--- config.mk ---
export PLATFORM = sky130hd
export DESIGN_NAME = rar_top
export DESIGN_NICKNAME = d
export VERILOG_FILES = /design/src/design/rar_pkg.sv /design/src/design/rar_din.sv /design/src/design/rar_dout.sv /design/src/design/rar_top.sv
export VERILOG_INCLUDE_DIRS = /design/src /design/src/design
export SDC_FILE = /design/constraint.sdc
export NUM_CORES = 2
export LEC_CHECK = 0
export BUFFER_PORTS_ARGS = -buffer_cell sky130_fd_sc_hd__buf_2
export CAP_MARGIN = 20
export CORE_MARGIN = 2
export CORE_UTILIZATION = 64
export DETAILED_ROUTE_END_ITERATION = 10
export GPL_TIMING_DRIVEN = 0
export HOLD_SLACK_MARGIN = 0.05
export PLACE_DENSITY = 0.81
export SYNTH_ARGS = -nofsm -noshare
export SYNTH_HDL_FRONTEND = slang
export SYNTH_HIERARCHICAL = 1
export SYNTH_SLANG_ARGS = --single-unit
--- constraint.sdc ---
create_clock -name clock -period 4.1 [get_ports clock]
set_input_delay 0.205 -clock clock [delete_from_list [all_inputs] [get_ports clock]]
set_output_delay 0.205 -clock clock [all_outputs]
set_load 0.005 [all_outputs]
--- src/design/rar_cfg.svh ---
// timing and reset constants for the alarm and relay block
`ifndef RAR_CFG_SVH
`define RAR_CFG_SVH
`define RAR_CLK_HZ        40000000
`define RAR_TICK_MS       100
`define RAR_TICK_CYC      ((`RAR_CLK_HZ / 1000) * `RAR_TICK_MS)
`define RAR_SEC_TICKS     10
`define RAR_NUM_SLOTS     16
`define RAR_NUM_IN        8
`define RAR_NUM_OUT       8
`define RAR_ADDR_RST      16'h0000
`define RAR_DEB_RST       16'h0000
`define RAR_ONT_RST       8'h00
// register offsets
`define RAR_A_CTRL        8'h00
`define RAR_A_STAT        8'h04
`define RAR_A_MASK        8'h08
`define RAR_A_INLVL       8'h0c
`define RAR_A_INCUR       8'h10
`define RAR_A_INEN        8'h14
`define RAR_A_INMODE      8'h18
`define RAR_A_INDEB       8'h1c
`define RAR_A_OUTMOM      8'h20
`define RAR_A_OUTONT      8'h24
`define RAR_A_OUTCMD      8'h28
`define RAR_A_OUTST       8'h2c
`define RAR_A_SLOTSEL     8'h30
`define RAR_A_SLOTMATCH   8'h34
`define RAR_A_SLOTREPL    8'h38
`define RAR_A_ALARM       8'h3c
// field positions
`define RAR_CTRL_EXC      0
`define RAR_CTRL_NEXT     1
`define RAR_ST_ALARM      0
`define RAR_ST_FWD        1
`define RAR_ST_OUTIDLE    2
`define RAR_OUTCMD_ON     8
`define RAR_OUTCMD_GRP    9
`endif

--- src/design/rar_pkg.sv ---
// types of the alarm and relay block
package rar_pkg;
  typedef enum logic [1:0] {RAR_MODE_STATUS, RAR_MODE_NO, RAR_MODE_NC}
    rar_mode_t;
  typedef struct packed {
    logic [15:0] src;
    logic [15:0] dst;
  } rar_addr_t;
  typedef struct packed {
    logic        valid;
    logic [2:0]  input_num;
    logic        level;
  } rar_alarm_t;
endpackage

--- src/design/rar_din.sv ---
// one digital input alarm detector with debounce
`include "rar_cfg.svh"
module rar_din
(
  // clock and reset
  input  wire logic             clock,
  input  wire logic             rst_b,
  // timing
  input  wire logic             tick,
  // configuration
  input  wire rar_pkg::rar_mode_t mode,
  input  wire logic [15:0]      deb_ticks,
  // synchronised input level
  input  wire logic             level,
  // alarm event, one cycle
  output logic                  fire
);
  logic        stable_r;
  logic        pend_r;
  logic        pend_lvl_r;
  logic [15:0] cnt_r;
  wire         chg      = level != stable_r;
  wire         want_fall = mode == rar_pkg::RAR_MODE_NO && !level; // [RQ6]
  wire         want_rise = mode == rar_pkg::RAR_MODE_NC && level;  // [RQ7]
  wire         want_any  = mode == rar_pkg::RAR_MODE_STATUS;       // [RQ8]
  wire         cond      = chg && (want_fall || want_rise || want_any);
  wire         cond_hold = pend_r && level == pend_lvl_r;
  wire         expired   = cond_hold && (tick ? cnt_r >= deb_ticks
                                              : deb_ticks == 16'h0000);
  always_ff @(posedge clock or negedge rst_b)
  begin
    if (!rst_b)
    begin
      stable_r   <= 1'b1;
      pend_r     <= 1'b0;
      pend_lvl_r <= 1'b0;
      cnt_r      <= 16'h0000;
      fire       <= 1'b0;
    end
    else
    begin
      fire <= 1'b0;
      if (expired)
      begin
        // must stay longer than the debounce time [RQ9]
        fire     <= 1'b1;
        stable_r <= level;
        pend_r   <= 1'b0;
      end
      else if (pend_r && !cond_hold)
      begin
        // left alarm condition early, timer restarts next time [RQ15]
        pend_r   <= 1'b0;
        stable_r <= level;
        cnt_r    <= 16'h0000;
      end
      else if (!pend_r && chg)
      begin
        if (cond)
        begin
          pend_r     <= 1'b1;
          pend_lvl_r <= level;
          cnt_r      <= 16'h0000;
        end
        else
          stable_r <= level;
      end
      else if (pend_r && tick && cnt_r != 16'hffff)
        cnt_r <= cnt_r + 16'h0001;
    end
  end
endmodule // rar_din

--- src/design/rar_dout.sv ---
// one digital output, latched or momentary
`include "rar_cfg.svh"
module rar_dout
(
  // clock and reset
  input  wire logic       clock,
  input  wire logic       rst_b,
  // timing
  input  wire logic       sec_tick,
  // configuration
  input  wire logic       momentary,
  input  wire logic [7:0] on_secs,
  // commands, one cycle
  input  wire logic       cmd_on,
  input  wire logic       cmd_off,
  input  wire logic       cmd_grp,
  // output state and idle return report
  output logic            drive,
  output logic            idle_rpt
);
  logic [7:0] left_r;
  logic       grp_r;
  wire        run_out = drive && momentary && (left_r == 8'h00 ||
                        (sec_tick && left_r == 8'h01));
  always_ff @(posedge clock or negedge rst_b)
  begin
    if (!rst_b)
    begin
      drive    <= 1'b0;
      left_r   <= 8'h00;
      grp_r    <= 1'b0;
      idle_rpt <= 1'b0;
    end
    else
    begin
      idle_rpt <= 1'b0;
      if (cmd_on)
      begin
        drive  <= 1'b1;
        left_r <= on_secs;
        grp_r  <= cmd_grp;
      end
      else if (cmd_off)
        drive <= 1'b0; // latched stays on until commanded off [RQ12]
      else if (run_out)
      begin
        drive    <= 1'b0; // momentary on-time expired [RQ13]
        idle_rpt <= grp_r; // report idle after group command [RQ14]
      end
      else if (drive && momentary && sec_tick)
        left_r <= left_r - 8'h01;
    end
  end
endmodule // rar_dout

--- src/design/rar_top.sv ---
// alarm and relay logic of a telemetry remote unit
// Function
// RQ1: with exception reporting off no unsolicited alarm leaves the unit.
// RQ2: sixteen forwarding slots hold source, destination and replacements.
// RQ3: a frame matching a slot is resent with the replacement addresses.
// RQ4: an enabled input meeting its condition sends an alarm unpolled; of inputs firing in one cycle the code sends only the lowest-numbered.
// RQ5: a disabled input shows its level but never sends an alarm.
// RQ6: normally-open mode alarms on a high to low change.
// RQ7: normally-closed mode alarms on a low to high change.
// RQ8: status mode alarms on every change and reports the new level.
// RQ9: an alarm fires only after the condition outlasts the debounce time.
// RQ10: after reset each input is enabled, status mode, zero debounce.
// RQ11: advancing past the last input wraps the selection to the first.
// RQ12: a latched output stays on until commanded off.
// RQ13: a momentary output turns off when its on-time in seconds expires.
// RQ14: a momentary output returning idle after a group command reports.
// RQ15: leaving the condition early restarts the debounce timer from zero.
//
// Design decisions made here: the address-and-strobe port and the register addresses.
`include "rar_cfg.svh"
module rar_top
#(
  parameter int NIN      = `RAR_NUM_IN,
  parameter int NOUT     = `RAR_NUM_OUT,
  parameter int NSLOT    = `RAR_NUM_SLOTS,
  parameter int TICK_CYC = `RAR_TICK_CYC
)
(
  // clock and reset
  input  wire logic              clock,
  input  wire logic              rst_b,
  // register port
  input  wire logic [7:0]        reg_addr,
  input  wire logic [31:0]       reg_wdata,
  input  wire logic              reg_wr,
  input  wire logic              reg_rd,
  output logic [31:0]            reg_rdata,
  // digital input pins
  input  wire logic [NIN-1:0]    din_pin,
  // received frame
  input  wire logic              rx_valid,
  input  wire rar_pkg::rar_addr_t rx_addr,
  // forwarded frame
  output logic                   fwd_valid,
  output rar_pkg::rar_addr_t     fwd_addr,
  // unsolicited alarm
  output rar_pkg::rar_alarm_t    alarm,
  // output pins, enable low while driving
  output logic [NOUT-1:0]        dout_oe_b,
  // interrupt
  output logic                   irq
);
  // ***************************************************
  // synchronisers and tick
  // ***************************************************
  logic [NIN-1:0] sync1_r;
  logic [NIN-1:0] sync2_r;
  logic [31:0]    tick_cnt_r;
  logic [3:0]     sec_cnt_r;
  logic           tick_r;
  logic           sec_tick_r;
  wire            tick_wrap = tick_cnt_r == 32'(TICK_CYC - 1);
  wire            sec_wrap  = sec_cnt_r == 4'(`RAR_SEC_TICKS - 1);
  always_ff @(posedge clock or negedge rst_b)
  begin
    if (!rst_b)
    begin
      sync1_r <= '1;
      sync2_r <= '1;
    end
    else
    begin
      sync1_r <= din_pin;
      sync2_r <= sync1_r;
    end
  end
  always_ff @(posedge clock or negedge rst_b)
  begin
    if (!rst_b)
    begin
      tick_cnt_r <= 32'h0000_0000;
      sec_cnt_r  <= 4'h0;
      tick_r     <= 1'b0;
      sec_tick_r <= 1'b0;
    end
    else
    begin
      tick_cnt_r <= tick_wrap ? 32'h0000_0000 : tick_cnt_r + 32'h1;
      tick_r     <= tick_wrap;
      sec_tick_r <= tick_wrap && sec_wrap;
      if (tick_wrap)
        sec_cnt_r <= sec_wrap ? 4'h0 : sec_cnt_r + 4'h1;
    end
  end
  // ***************************************************
  // register decode
  // ***************************************************
  wire wr_ctrl    = reg_wr && reg_addr == `RAR_A_CTRL;
  wire wr_stat    = reg_wr && reg_addr == `RAR_A_STAT;
  wire wr_mask    = reg_wr && reg_addr == `RAR_A_MASK;
  wire wr_inen    = reg_wr && reg_addr == `RAR_A_INEN;
  wire wr_inmode  = reg_wr && reg_addr == `RAR_A_INMODE;
  wire wr_indeb   = reg_wr && reg_addr == `RAR_A_INDEB;
  wire wr_outmom  = reg_wr && reg_addr == `RAR_A_OUTMOM;
  wire wr_outont  = reg_wr && reg_addr == `RAR_A_OUTONT;
  wire wr_outcmd  = reg_wr && reg_addr == `RAR_A_OUTCMD;
  wire wr_slotsel = reg_wr && reg_addr == `RAR_A_SLOTSEL;
  wire wr_match   = reg_wr && reg_addr == `RAR_A_SLOTMATCH;
  wire wr_repl    = reg_wr && reg_addr == `RAR_A_SLOTREPL;
  wire rd_alarm   = reg_rd && reg_addr == `RAR_A_ALARM;
  // ***************************************************
  // configuration
  // ***************************************************
  logic                     exc_en_r;
  logic [2:0]               stat_r;
  logic [2:0]               mask_r;
  logic [$clog2(NIN)-1:0]   cur_in_r;
  logic [$clog2(NOUT)-1:0]  cur_out_r;
  logic [3:0]               cur_slot_r;
  logic [NIN-1:0]           in_en_r;
  rar_pkg::rar_mode_t       in_mode_r [NIN];
  logic [15:0]              in_deb_r  [NIN];
  logic [NOUT-1:0]          out_mom_r;
  logic [7:0]               out_ont_r [NOUT];
  wire  [$clog2(NIN)-1:0]   cur_in_nxt = (cur_in_r == NIN - 1) ?
                            '0 : cur_in_r + 1'b1; // [RQ11]
  wire  next_in = wr_ctrl && reg_wdata[`RAR_CTRL_NEXT];
  always_ff @(posedge clock or negedge rst_b)
  begin
    if (!rst_b)
    begin
      exc_en_r   <= 1'b1;
      mask_r     <= 3'h0;
      cur_in_r   <= '0;
      cur_out_r  <= '0;
      cur_slot_r <= 4'h0;
      in_en_r    <= '1; // enabled after reset [RQ10]
      out_mom_r  <= '0;
      for (int i = 0; i < NIN; i++)
      begin
        in_mode_r[i] <= rar_pkg::RAR_MODE_STATUS; // [RQ10]
        in_deb_r[i]  <= `RAR_DEB_RST;             // [RQ10]
      end
      for (int i = 0; i < NOUT; i++)
        out_ont_r[i] <= `RAR_ONT_RST;
    end
    else
    begin
      if (wr_ctrl)
        exc_en_r <= reg_wdata[`RAR_CTRL_EXC];
      if (next_in)
        cur_in_r <= cur_in_nxt;
      else if (wr_inmode)
        cur_in_r <= reg_wdata[8 +: $clog2(NIN)];
      if (wr_mask)
        mask_r <= reg_wdata[2:0];
      if (wr_inen)
        in_en_r <= reg_wdata[NIN-1:0];
      if (wr_inmode)
        in_mode_r[reg_wdata[8 +: $clog2(NIN)]] <=
          rar_pkg::rar_mode_t'(reg_wdata[1:0]);
      if (wr_indeb)
        in_deb_r[cur_in_r] <= reg_wdata[15:0];
      if (wr_outmom)
        out_mom_r <= reg_wdata[NOUT-1:0];
      if (wr_outont || wr_outcmd)
        cur_out_r <= reg_wdata[16 +: $clog2(NOUT)];
      if (wr_outont)
        out_ont_r[reg_wdata[16 +: $clog2(NOUT)]] <= reg_wdata[7:0];
      if (wr_slotsel)
        cur_slot_r <= reg_wdata[3:0];
    end
  end
  // ***************************************************
  // forwarding table
  // ***************************************************
  rar_pkg::rar_addr_t match_r [NSLOT];
  rar_pkg::rar_addr_t repl_r  [NSLOT];
  logic [NSLOT-1:0]   hit;
  always_ff @(posedge clock or negedge rst_b)
  begin
    if (!rst_b)
      for (int s = 0; s < NSLOT; s++)
      begin
        match_r[s] <= '{`RAR_ADDR_RST, `RAR_ADDR_RST}; // [RQ2]
        repl_r[s]  <= '{`RAR_ADDR_RST, `RAR_ADDR_RST}; // [RQ2]
      end
    else
    begin
      if (wr_match)
        match_r[cur_slot_r] <= reg_wdata;
      if (wr_repl)
        repl_r[cur_slot_r] <= reg_wdata;
    end
  end
  genvar g;
  generate
    for (g = 0; g < NSLOT; g++)
    begin : g_hit
      assign hit[g] = rx_valid && rx_addr == match_r[g];
    end
  endgenerate
  rar_pkg::rar_addr_t sel_repl;
  always_comb
  begin
    sel_repl = '0;
    for (int s = NSLOT - 1; s >= 0; s--)
      if (hit[s])
        sel_repl = repl_r[s];
  end
  always_ff @(posedge clock or negedge rst_b)
  begin
    if (!rst_b)
    begin
      fwd_valid <= 1'b0;
      fwd_addr  <= '0;
    end
    else
    begin
      fwd_valid <= |hit; // resend with replacement addresses [RQ3]
      if (|hit)
        fwd_addr <= sel_repl; // [RQ3]
    end
  end
  // ***************************************************
  // inputs and alarms
  // ***************************************************
  logic [NIN-1:0] fire;
  generate
    for (g = 0; g < NIN; g++)
    begin : g_din
      rar_din u_din
      (
        .clock     (clock),
        .rst_b     (rst_b),
        .tick      (tick_r),
        .mode      (in_mode_r[g]),
        .deb_ticks (in_deb_r[g]),
        .level     (sync2_r[g]),
        .fire      (fire[g])
      );
    end
  endgenerate
  // disabled inputs and global off suppress alarms [RQ1] [RQ5]
  wire [NIN-1:0] send = fire & in_en_r & {NIN{exc_en_r}}; // [RQ4]
  logic [$clog2(NIN)-1:0] send_num;
  always_comb
  begin
    send_num = '0;
    for (int i = NIN - 1; i >= 0; i--)
      if (send[i])
        send_num = i[$clog2(NIN)-1:0];
  end
  always_ff @(posedge clock or negedge rst_b)
  begin
    if (!rst_b)
      alarm <= '0;
    else
    begin
      alarm.valid <= |send; // [RQ4]
      // number and level hold as the last alarm for read back
      if (|send)
      begin
        alarm.input_num <= 3'(send_num);
        alarm.level     <= sync2_r[send_num]; // new level reported [RQ8]
      end
    end
  end
  // ***************************************************
  // outputs
  // ***************************************************
  logic [NOUT-1:0] drive;
  logic [NOUT-1:0] idle_rpt;
  generate
    for (g = 0; g < NOUT; g++)
    begin : g_dout
      wire sel_o = wr_outcmd && reg_wdata[16 +: $clog2(NOUT)] == g;
      rar_dout u_dout
      (
        .clock     (clock),
        .rst_b     (rst_b),
        .sec_tick  (sec_tick_r),
        .momentary (out_mom_r[g]),
        .on_secs   (out_ont_r[g]),
        .cmd_on    (sel_o && reg_wdata[`RAR_OUTCMD_ON]),
        .cmd_off   (sel_o && !reg_wdata[`RAR_OUTCMD_ON]),
        .cmd_grp   (reg_wdata[`RAR_OUTCMD_GRP]),
        .drive     (drive[g]),
        .idle_rpt  (idle_rpt[g])
      );
    end
  endgenerate
  always_ff @(posedge clock or negedge rst_b)
  begin
    if (!rst_b)
      dout_oe_b <= '1;
    else
      dout_oe_b <= ~drive;
  end
  // ***************************************************
  // status, interrupt and read back
  // ***************************************************
  wire [2:0] ev = {exc_en_r && |idle_rpt, |hit, |send}; // [RQ14]
  wire [2:0] stat_nxt = (stat_r & ~(wr_stat ? reg_wdata[2:0] : 3'h0)) | ev;
  logic [31:0] rd_mux;
  always_comb
  begin
    rd_mux = 32'h0000_0000;
    case (reg_addr)
      `RAR_A_CTRL:      rd_mux[0] = exc_en_r;
      `RAR_A_STAT:      rd_mux[2:0] = stat_r;
      `RAR_A_MASK:      rd_mux[2:0] = mask_r;
      `RAR_A_INLVL:     rd_mux[NIN-1:0] = sync2_r; // poll view [RQ5]
      `RAR_A_INCUR:     rd_mux[$clog2(NIN)-1:0] = cur_in_r;
      `RAR_A_INEN:      rd_mux[NIN-1:0] = in_en_r;
      `RAR_A_INMODE:    rd_mux[1:0] = in_mode_r[cur_in_r];
      `RAR_A_INDEB:     rd_mux[15:0] = in_deb_r[cur_in_r];
      `RAR_A_OUTMOM:    rd_mux[NOUT-1:0] = out_mom_r;
      `RAR_A_OUTONT:    rd_mux[7:0] = out_ont_r[cur_out_r];
      `RAR_A_OUTST:     rd_mux[NOUT-1:0] = drive;
      `RAR_A_SLOTSEL:   rd_mux[3:0] = cur_slot_r;
      `RAR_A_SLOTMATCH: rd_mux = match_r[cur_slot_r];
      `RAR_A_SLOTREPL:  rd_mux = repl_r[cur_slot_r];
      `RAR_A_ALARM:     rd_mux[4:0] = {alarm.input_num, alarm.level, 1'b0};
      default:          rd_mux = 32'h0000_0000;
    endcase
  end
  always_ff @(posedge clock or negedge rst_b)
  begin
    if (!rst_b)
    begin
      stat_r    <= 3'h0;
      irq       <= 1'b0;
      reg_rdata <= 32'h0000_0000;
    end
    else
    begin
      stat_r    <= stat_nxt;
      irq       <= |(stat_nxt & mask_r);
      reg_rdata <= (reg_rd && !rd_alarm) || rd_alarm ? rd_mux : 32'h0;
    end
  end
endmodule // rar_top

==> results_tabular.tex <==
\begin{tabular}{lr}
\hline
Metric & Value \\
\hline
\multicolumn{2}{l}{\textbf{Place}} \\
\quad Dpl ws & -1.47 ns \\
\quad Post-detail-place hpwl & 298000 um \\
\quad Total cell area at the placement stage & 97000 um2 \\
\quad Count of port buffers added during placement & 116 \\
\quad Routability congestion estimate from global placement & 1.08 \\
\multicolumn{2}{l}{\textbf{Setup path}} \\
\quad Arrival time at the worst endpoint & 5.17 ns \\
\quad Critical path class & reg2reg \\
\quad Critical path startpoint category & flop \\
\quad Data required time at the worst endpoint & 4.88 ns \\
\quad Reg-to-reg setup timing slack & -0.29 ns \\
\quad Crit Reg-Reg Endpoint & fwd\_addr[29] \\
\quad Worst setup startpoint & match\_r[419] \\
\quad Startpoint of the worst-slack reg-to-reg timing path & match\_r[419] \\
\quad Worst-path maximum fanout & 10 \\
\quad Critical path capture point type & flop \\
\quad R2R depth & 11 \\
\multicolumn{2}{l}{\textbf{Floorplan}} \\
\quad Number of placement rows & 139 \\
\quad Floorplan Core Area & 144000 um2 \\
\quad Effective utilization at floorplan & 64.6\% \\
\quad \# IOs & 164 \\
\quad Die W & 385 um \\
\quad Die Height & 385 um \\
\quad Die ar. & 149000 um2 \\
\multicolumn{2}{l}{\textbf{Logic synthesis}} \\
\quad Number of flops mapped to enable cells by yosys & 0 \\
\quad Top area cells in the synthesized netlist & sky130\_fd\_sc\_hd\_\_dfrtp\_1, sky130\_fd\_sc\_hd\_\_mux2\_2, sky130\_fd\_sc\_hd\_\_mux4\_2 \\
\quad Count of state elements after synthesis & 1646 \\
\quad Post-synth top area share & 43.1\% \\
\quad Number of instances in the synthesized netlist & 8157 \\
\quad Post-Syn Area & 93100 um2 \\
\quad Area leader, netlist & sky130\_fd\_sc\_hd\_\_dfrtp\_1 \\
\quad Mean cell area of the mapped netlist & 11.4 um2 \\
\quad Flip-flop cell with the highest count after synthesis & sky130\_fd\_sc\_hd\_\_dfrtp\_1 \\
\quad Synth cell types & 90 \\
\quad Async S/R FF share, synth & 100\% \\
\quad Syn nets & 8405 \\
\quad Sequential area share after synthesis & 44.3\% \\
\quad Synthesis warning total & 6 \\
\multicolumn{2}{l}{\textbf{Power}} \\
\quad Worst-case vdd ir drop & 0.380 mV \\
\quad Power per cell area & 376 nW/um2 \\
\quad Leakage power & 47.6 nW \\
\multicolumn{2}{l}{\textbf{Detailed routing}} \\
\quad Number of detailed-route iterations in the first pass & 9 \\
\quad Count of unresolved DRC violations after routing & 0 \\
\quad Total vias in the final route & 79698 \\
\quad Total wire length & 405000 um \\
\quad Vias per std cell & 7.49 \\
\quad Starting DRC count in detailed routing & 13680 \\
\quad Remaining antenna violation count & 0 \\
\quad Detail-routed net length per standard cell & 38.1 um \\
\multicolumn{2}{l}{\textbf{GRT}} \\
\quad Via count of the first global-routing pass & 77408 \\
\quad Maximum number of pins on one net before global-route repair & 180 \\
\quad Initial antenna violation count & 26 \\
\quad Overall Global Routing Usage & 54.3\% \\
\quad First-pass GRT wire length & 566000 um \\
\quad Overall overflow remaining after global route & 0 \\
\multicolumn{2}{l}{\textbf{Timing}} \\
\quad Setup TNS & -20.96 ns \\
\quad Final period util & 107\% \\
\quad Hold Fails Final Rpt & 0 \\
\quad Number of max-slew violations in the final report & 0 \\
\quad Max-slew headroom at the worst pin & 8.04\% \\
\quad Worst-case clock skew & 0.0449 ns \\
\quad Tightest Pin Transition & 1.38 ns \\
\quad Min Tclk post-route & 4.39 ns \\
\quad Worst Slack Setup Final & -0.288 ns \\
\quad Max frequency & 228 MHz \\
\quad Final number of setup-violating endpoints & 202 \\
\quad RSZ-0062 raised after global routing & true \\
\multicolumn{2}{l}{\textbf{Cells and area}} \\
\quad Area grow syn2layout & 12.3\% \\
\quad Area of the multi-input gates & 48300 um2 \\
\quad Fraction of final layout cells sized beyond drive strength 1 & 28.0\% \\
\quad Flip-flop and latch area & 41200 um2 \\
\quad Count of fill cells added during filler insertion & 9696 \\
\quad Final net count & 8827 \\
\quad Design area & 105000 um2 \\
\quad Final standard cell utilization of the core & 72.6\% \\
\multicolumn{2}{l}{\textbf{Worst hold path}} \\
\quad Number of stages on the worst hold path & 4 \\
\quad End point of the most critical hold path & out\_ont\_r[23] \\
\quad HP Class & in2reg \\
\quad Startpoint of the most critical hold path & reg\_wdata[18] \\
\multicolumn{2}{l}{\textbf{Clock tree}} \\
\quad Cts bufs inserted & 176 \\
\quad CTS root buf & sky130\_fd\_sc\_hd\_\_clkbuf\_16 \\
\quad CTS clock-pin slew for the worst setup and hold paths & 0.06 ns \\
\quad Clock latency at the later pin of the worst-skew pair & 0.86 ns \\
\quad Total clock sinks & 1646 \\
\quad CTS tree & yes \\
\quad Maximum clock insertion buffer count & 3 \\
\quad Maximum level of the CTS H-tree & 4 \\
\multicolumn{2}{l}{\textbf{Job}} \\
\quad Max capacitance violation total & 0 \\
\multicolumn{2}{l}{\textbf{Outcome}} \\
\quad Violated checks & negative setup slack \\
\quad Result of the run & finished with violations \\
\hline
\end{tabular}
## metrics by stage
step	hold slack (ns)	cells	total power, mW
floorplan	-0.0906	8157	19.8
global placement	0.312	10176	21.6
detailed placement	0.151	10228	21.8
CTS	0.0500	10606	38.8
global route	0.0760	10630	40.0
finish	0.0750	10644	39.3
## layout by cell type (no fill, tap or decap), types with 38 or more instances in the layout
| master | n |
|---|---|
| sky130_fd_sc_hd__dfrtp_1 | 1604 |
| sky130_fd_sc_hd__mux2_2 | 1212 |
| sky130_fd_sc_hd__nand2_1 | 525 |
| sky130_fd_sc_hd__nor2_1 | 449 |
| sky130_fd_sc_hd__clkbuf_1 | 364 |
| sky130_fd_sc_hd__mux4_2 | 337 |
| sky130_fd_sc_hd__inv_1 | 312 |
| sky130_fd_sc_hd__xor2_1 | 302 |
| sky130_fd_sc_hd__xnor2_1 | 248 |
| sky130_fd_sc_hd__buf_2 | 243 |
| sky130_fd_sc_hd__a21oi_1 | 195 |
| sky130_fd_sc_hd__nand3_1 | 189 |
| sky130_fd_sc_hd__o21ai_0 | 181 |
| sky130_fd_sc_hd__clkbuf_16 | 178 |
| sky130_fd_sc_hd__nor4_1 | 167 |
| sky130_fd_sc_hd__ha_1 | 163 |
| sky130_fd_sc_hd__nand4_1 | 135 |
| sky130_fd_sc_hd__nor3_1 | 128 |
| sky130_fd_sc_hd__o31ai_1 | 120 |
| sky130_fd_sc_hd__o21ai_1 | 120 |
| sky130_fd_sc_hd__a22oi_1 | 114 |
| sky130_fd_sc_hd__mux2i_1 | 88 |
| sky130_fd_sc_hd__a221oi_1 | 87 |
| sky130_fd_sc_hd__a31oi_1 | 70 |
| sky130_fd_sc_hd__o311a_1 | 60 |
| sky130_fd_sc_hd__dlygate4sd3_1 | 57 |
| sky130_fd_sc_hd__and3_1 | 56 |
| sky130_fd_sc_hd__nand2b_1 | 55 |
| sky130_fd_sc_hd__buf_1 | 49 |
| sky130_fd_sc_hd__nor3b_1 | 45 |
| sky130_fd_sc_hd__dfstp_2 | 41 |
| sky130_fd_sc_hd__buf_8 | 39 |
| sky130_fd_sc_hd__buf_4 | 38 |
| sky130_fd_sc_hd__clkbuf_8 | 38 |
## flip-flops by register name, indices dropped and copies added, names as in the netlist, 16 cells and up
signal and count:
out_ont_r 64, in_mode_r 16, tick_cnt_r 32, in_deb_r 128, g_dout.u_dout/left_r 64, repl_r 512
g_din.u_din/cnt_r 128, reg_rdata 32, match_r 512, fwd_addr 32
## worst max-delay path: stages, from the launching register on
cell                        delay (ns)
sky130_fd_sc_hd__dfrtp_1          0.41
sky130_fd_sc_hd__xor2_1           0.76
sky130_fd_sc_hd__nor4_1           0.16
sky130_fd_sc_hd__nand4b_1         0.15
sky130_fd_sc_hd__or3_1            0.11
sky130_fd_sc_hd__clkbuf_1         0.90
sky130_fd_sc_hd__nand2b_1         0.35
sky130_fd_sc_hd__buf_2            0.39
sky130_fd_sc_hd__a2111oi_0        0.68
sky130_fd_sc_hd__a211oi_1         0.11
sky130_fd_sc_hd__o311a_1          0.18
sky130_fd_sc_hd__a21oi_2          0.11
## power by group
group	internal, mW	switching, mW
clock	10.0	7.31
sequential	16.5	0.288
combinational	1.49	3.65
## worst max-delay path by stage
stage | depth (start not counted) | end | slack (ns)
2_1_floorplan | 8 | reg_rdata[31] | 1.36
3_3_place_gp | 1 | repl_r[87] | -33.14
3_5_place_dp | 14 | fwd_addr[10] | -1.47
4_1_cts | 9 | fwd_addr[9] | 0.01
5_1_grt | 10 | fwd_addr[15] | -0.009
6_report | 11 | fwd_addr[29] | -0.29
## cells in the mapped netlist, drive strengths merged, types with 11 or more instances
library cell and n:
a21o 28, nand2b 55, and4 11, a22o 24
buf 229, o211ai 13, nand3b 19, nor4b 12
clkbuf 369, and3 57, nor2b 33, nor2 453
nand4 143, nor3b 48, a221oi 87, nand3 191
o22ai 16, a211oi 11, nor3 137, mux2 1212
or4 20, o21a 18, a41oi 33, o21ai 309
o311a 60, mux2i 88, nand4b 25, a311oi 25
or3 14, nand2 525, a22oi 114, xor2 311
a31oi 72, nor4 183, o31ai 120, xnor2 263
dfstp 41, mux4 337, a21oi 217, a31o 16
inv 312, dfrtp 1605, ha 163, or2 20
## area by class of cell
| class | instances | area share (%) |
|---|---|---|
| inverter | 313 | 1.12 |
| antenna | 17 | 0.0407 |
| sequential | 1646 | 39.5 |
| tap | 1903 | 2.28 |
| buffer | 595 | 2.63 |
| timing repair buffer | 247 | 2.27 |
| multi-input combinational | 5600 | 46.3 |
| clock buffer | 246 | 4.87 |
| clock inverter | 77 | 1.06 |
## routing by layer
| layer | vias up | global-route usage, % | part of all wire, % |
|---|---|---|---|
| met2 | 7237 | 73.8 | 40 |
| li1 | 30938 | - | - |
| met1 | 39359 | 65.1 | 34 |
| met5 | - | 0.520 | 0.043 |
| met4 | 18 | 43.3 | 11 |
| met3 | 2146 | 26.6 | 16 |
## logic make-up (layout without fill, tap and decap cells)
logic type	Yosys count	in the layout	synth area share [%]
and+or+nand+nor	1986	1986	10.9
DFF	1646	1646	44.3
muxes	1637	1637	23.8
AOI/OAI and AO/OA	1240	1240	9.34
buffers and inverters	911	1478	4.08
xor gates and xnor gates	574	574	5.40
adders and majority gates	163	163	2.19
other	0	17	0
## repair_timing
action | 4_1_cts | 5_1_grt
setup endpoints to repair | 493 | 84
resized for setup | 47 | 61
pin swaps | 0 | 1
endpoints found under the hold margin | 673 | 11
buffers inserted | 0 | 5
hold buffers | 56 | 2
(Power assumes the default switching activity.)
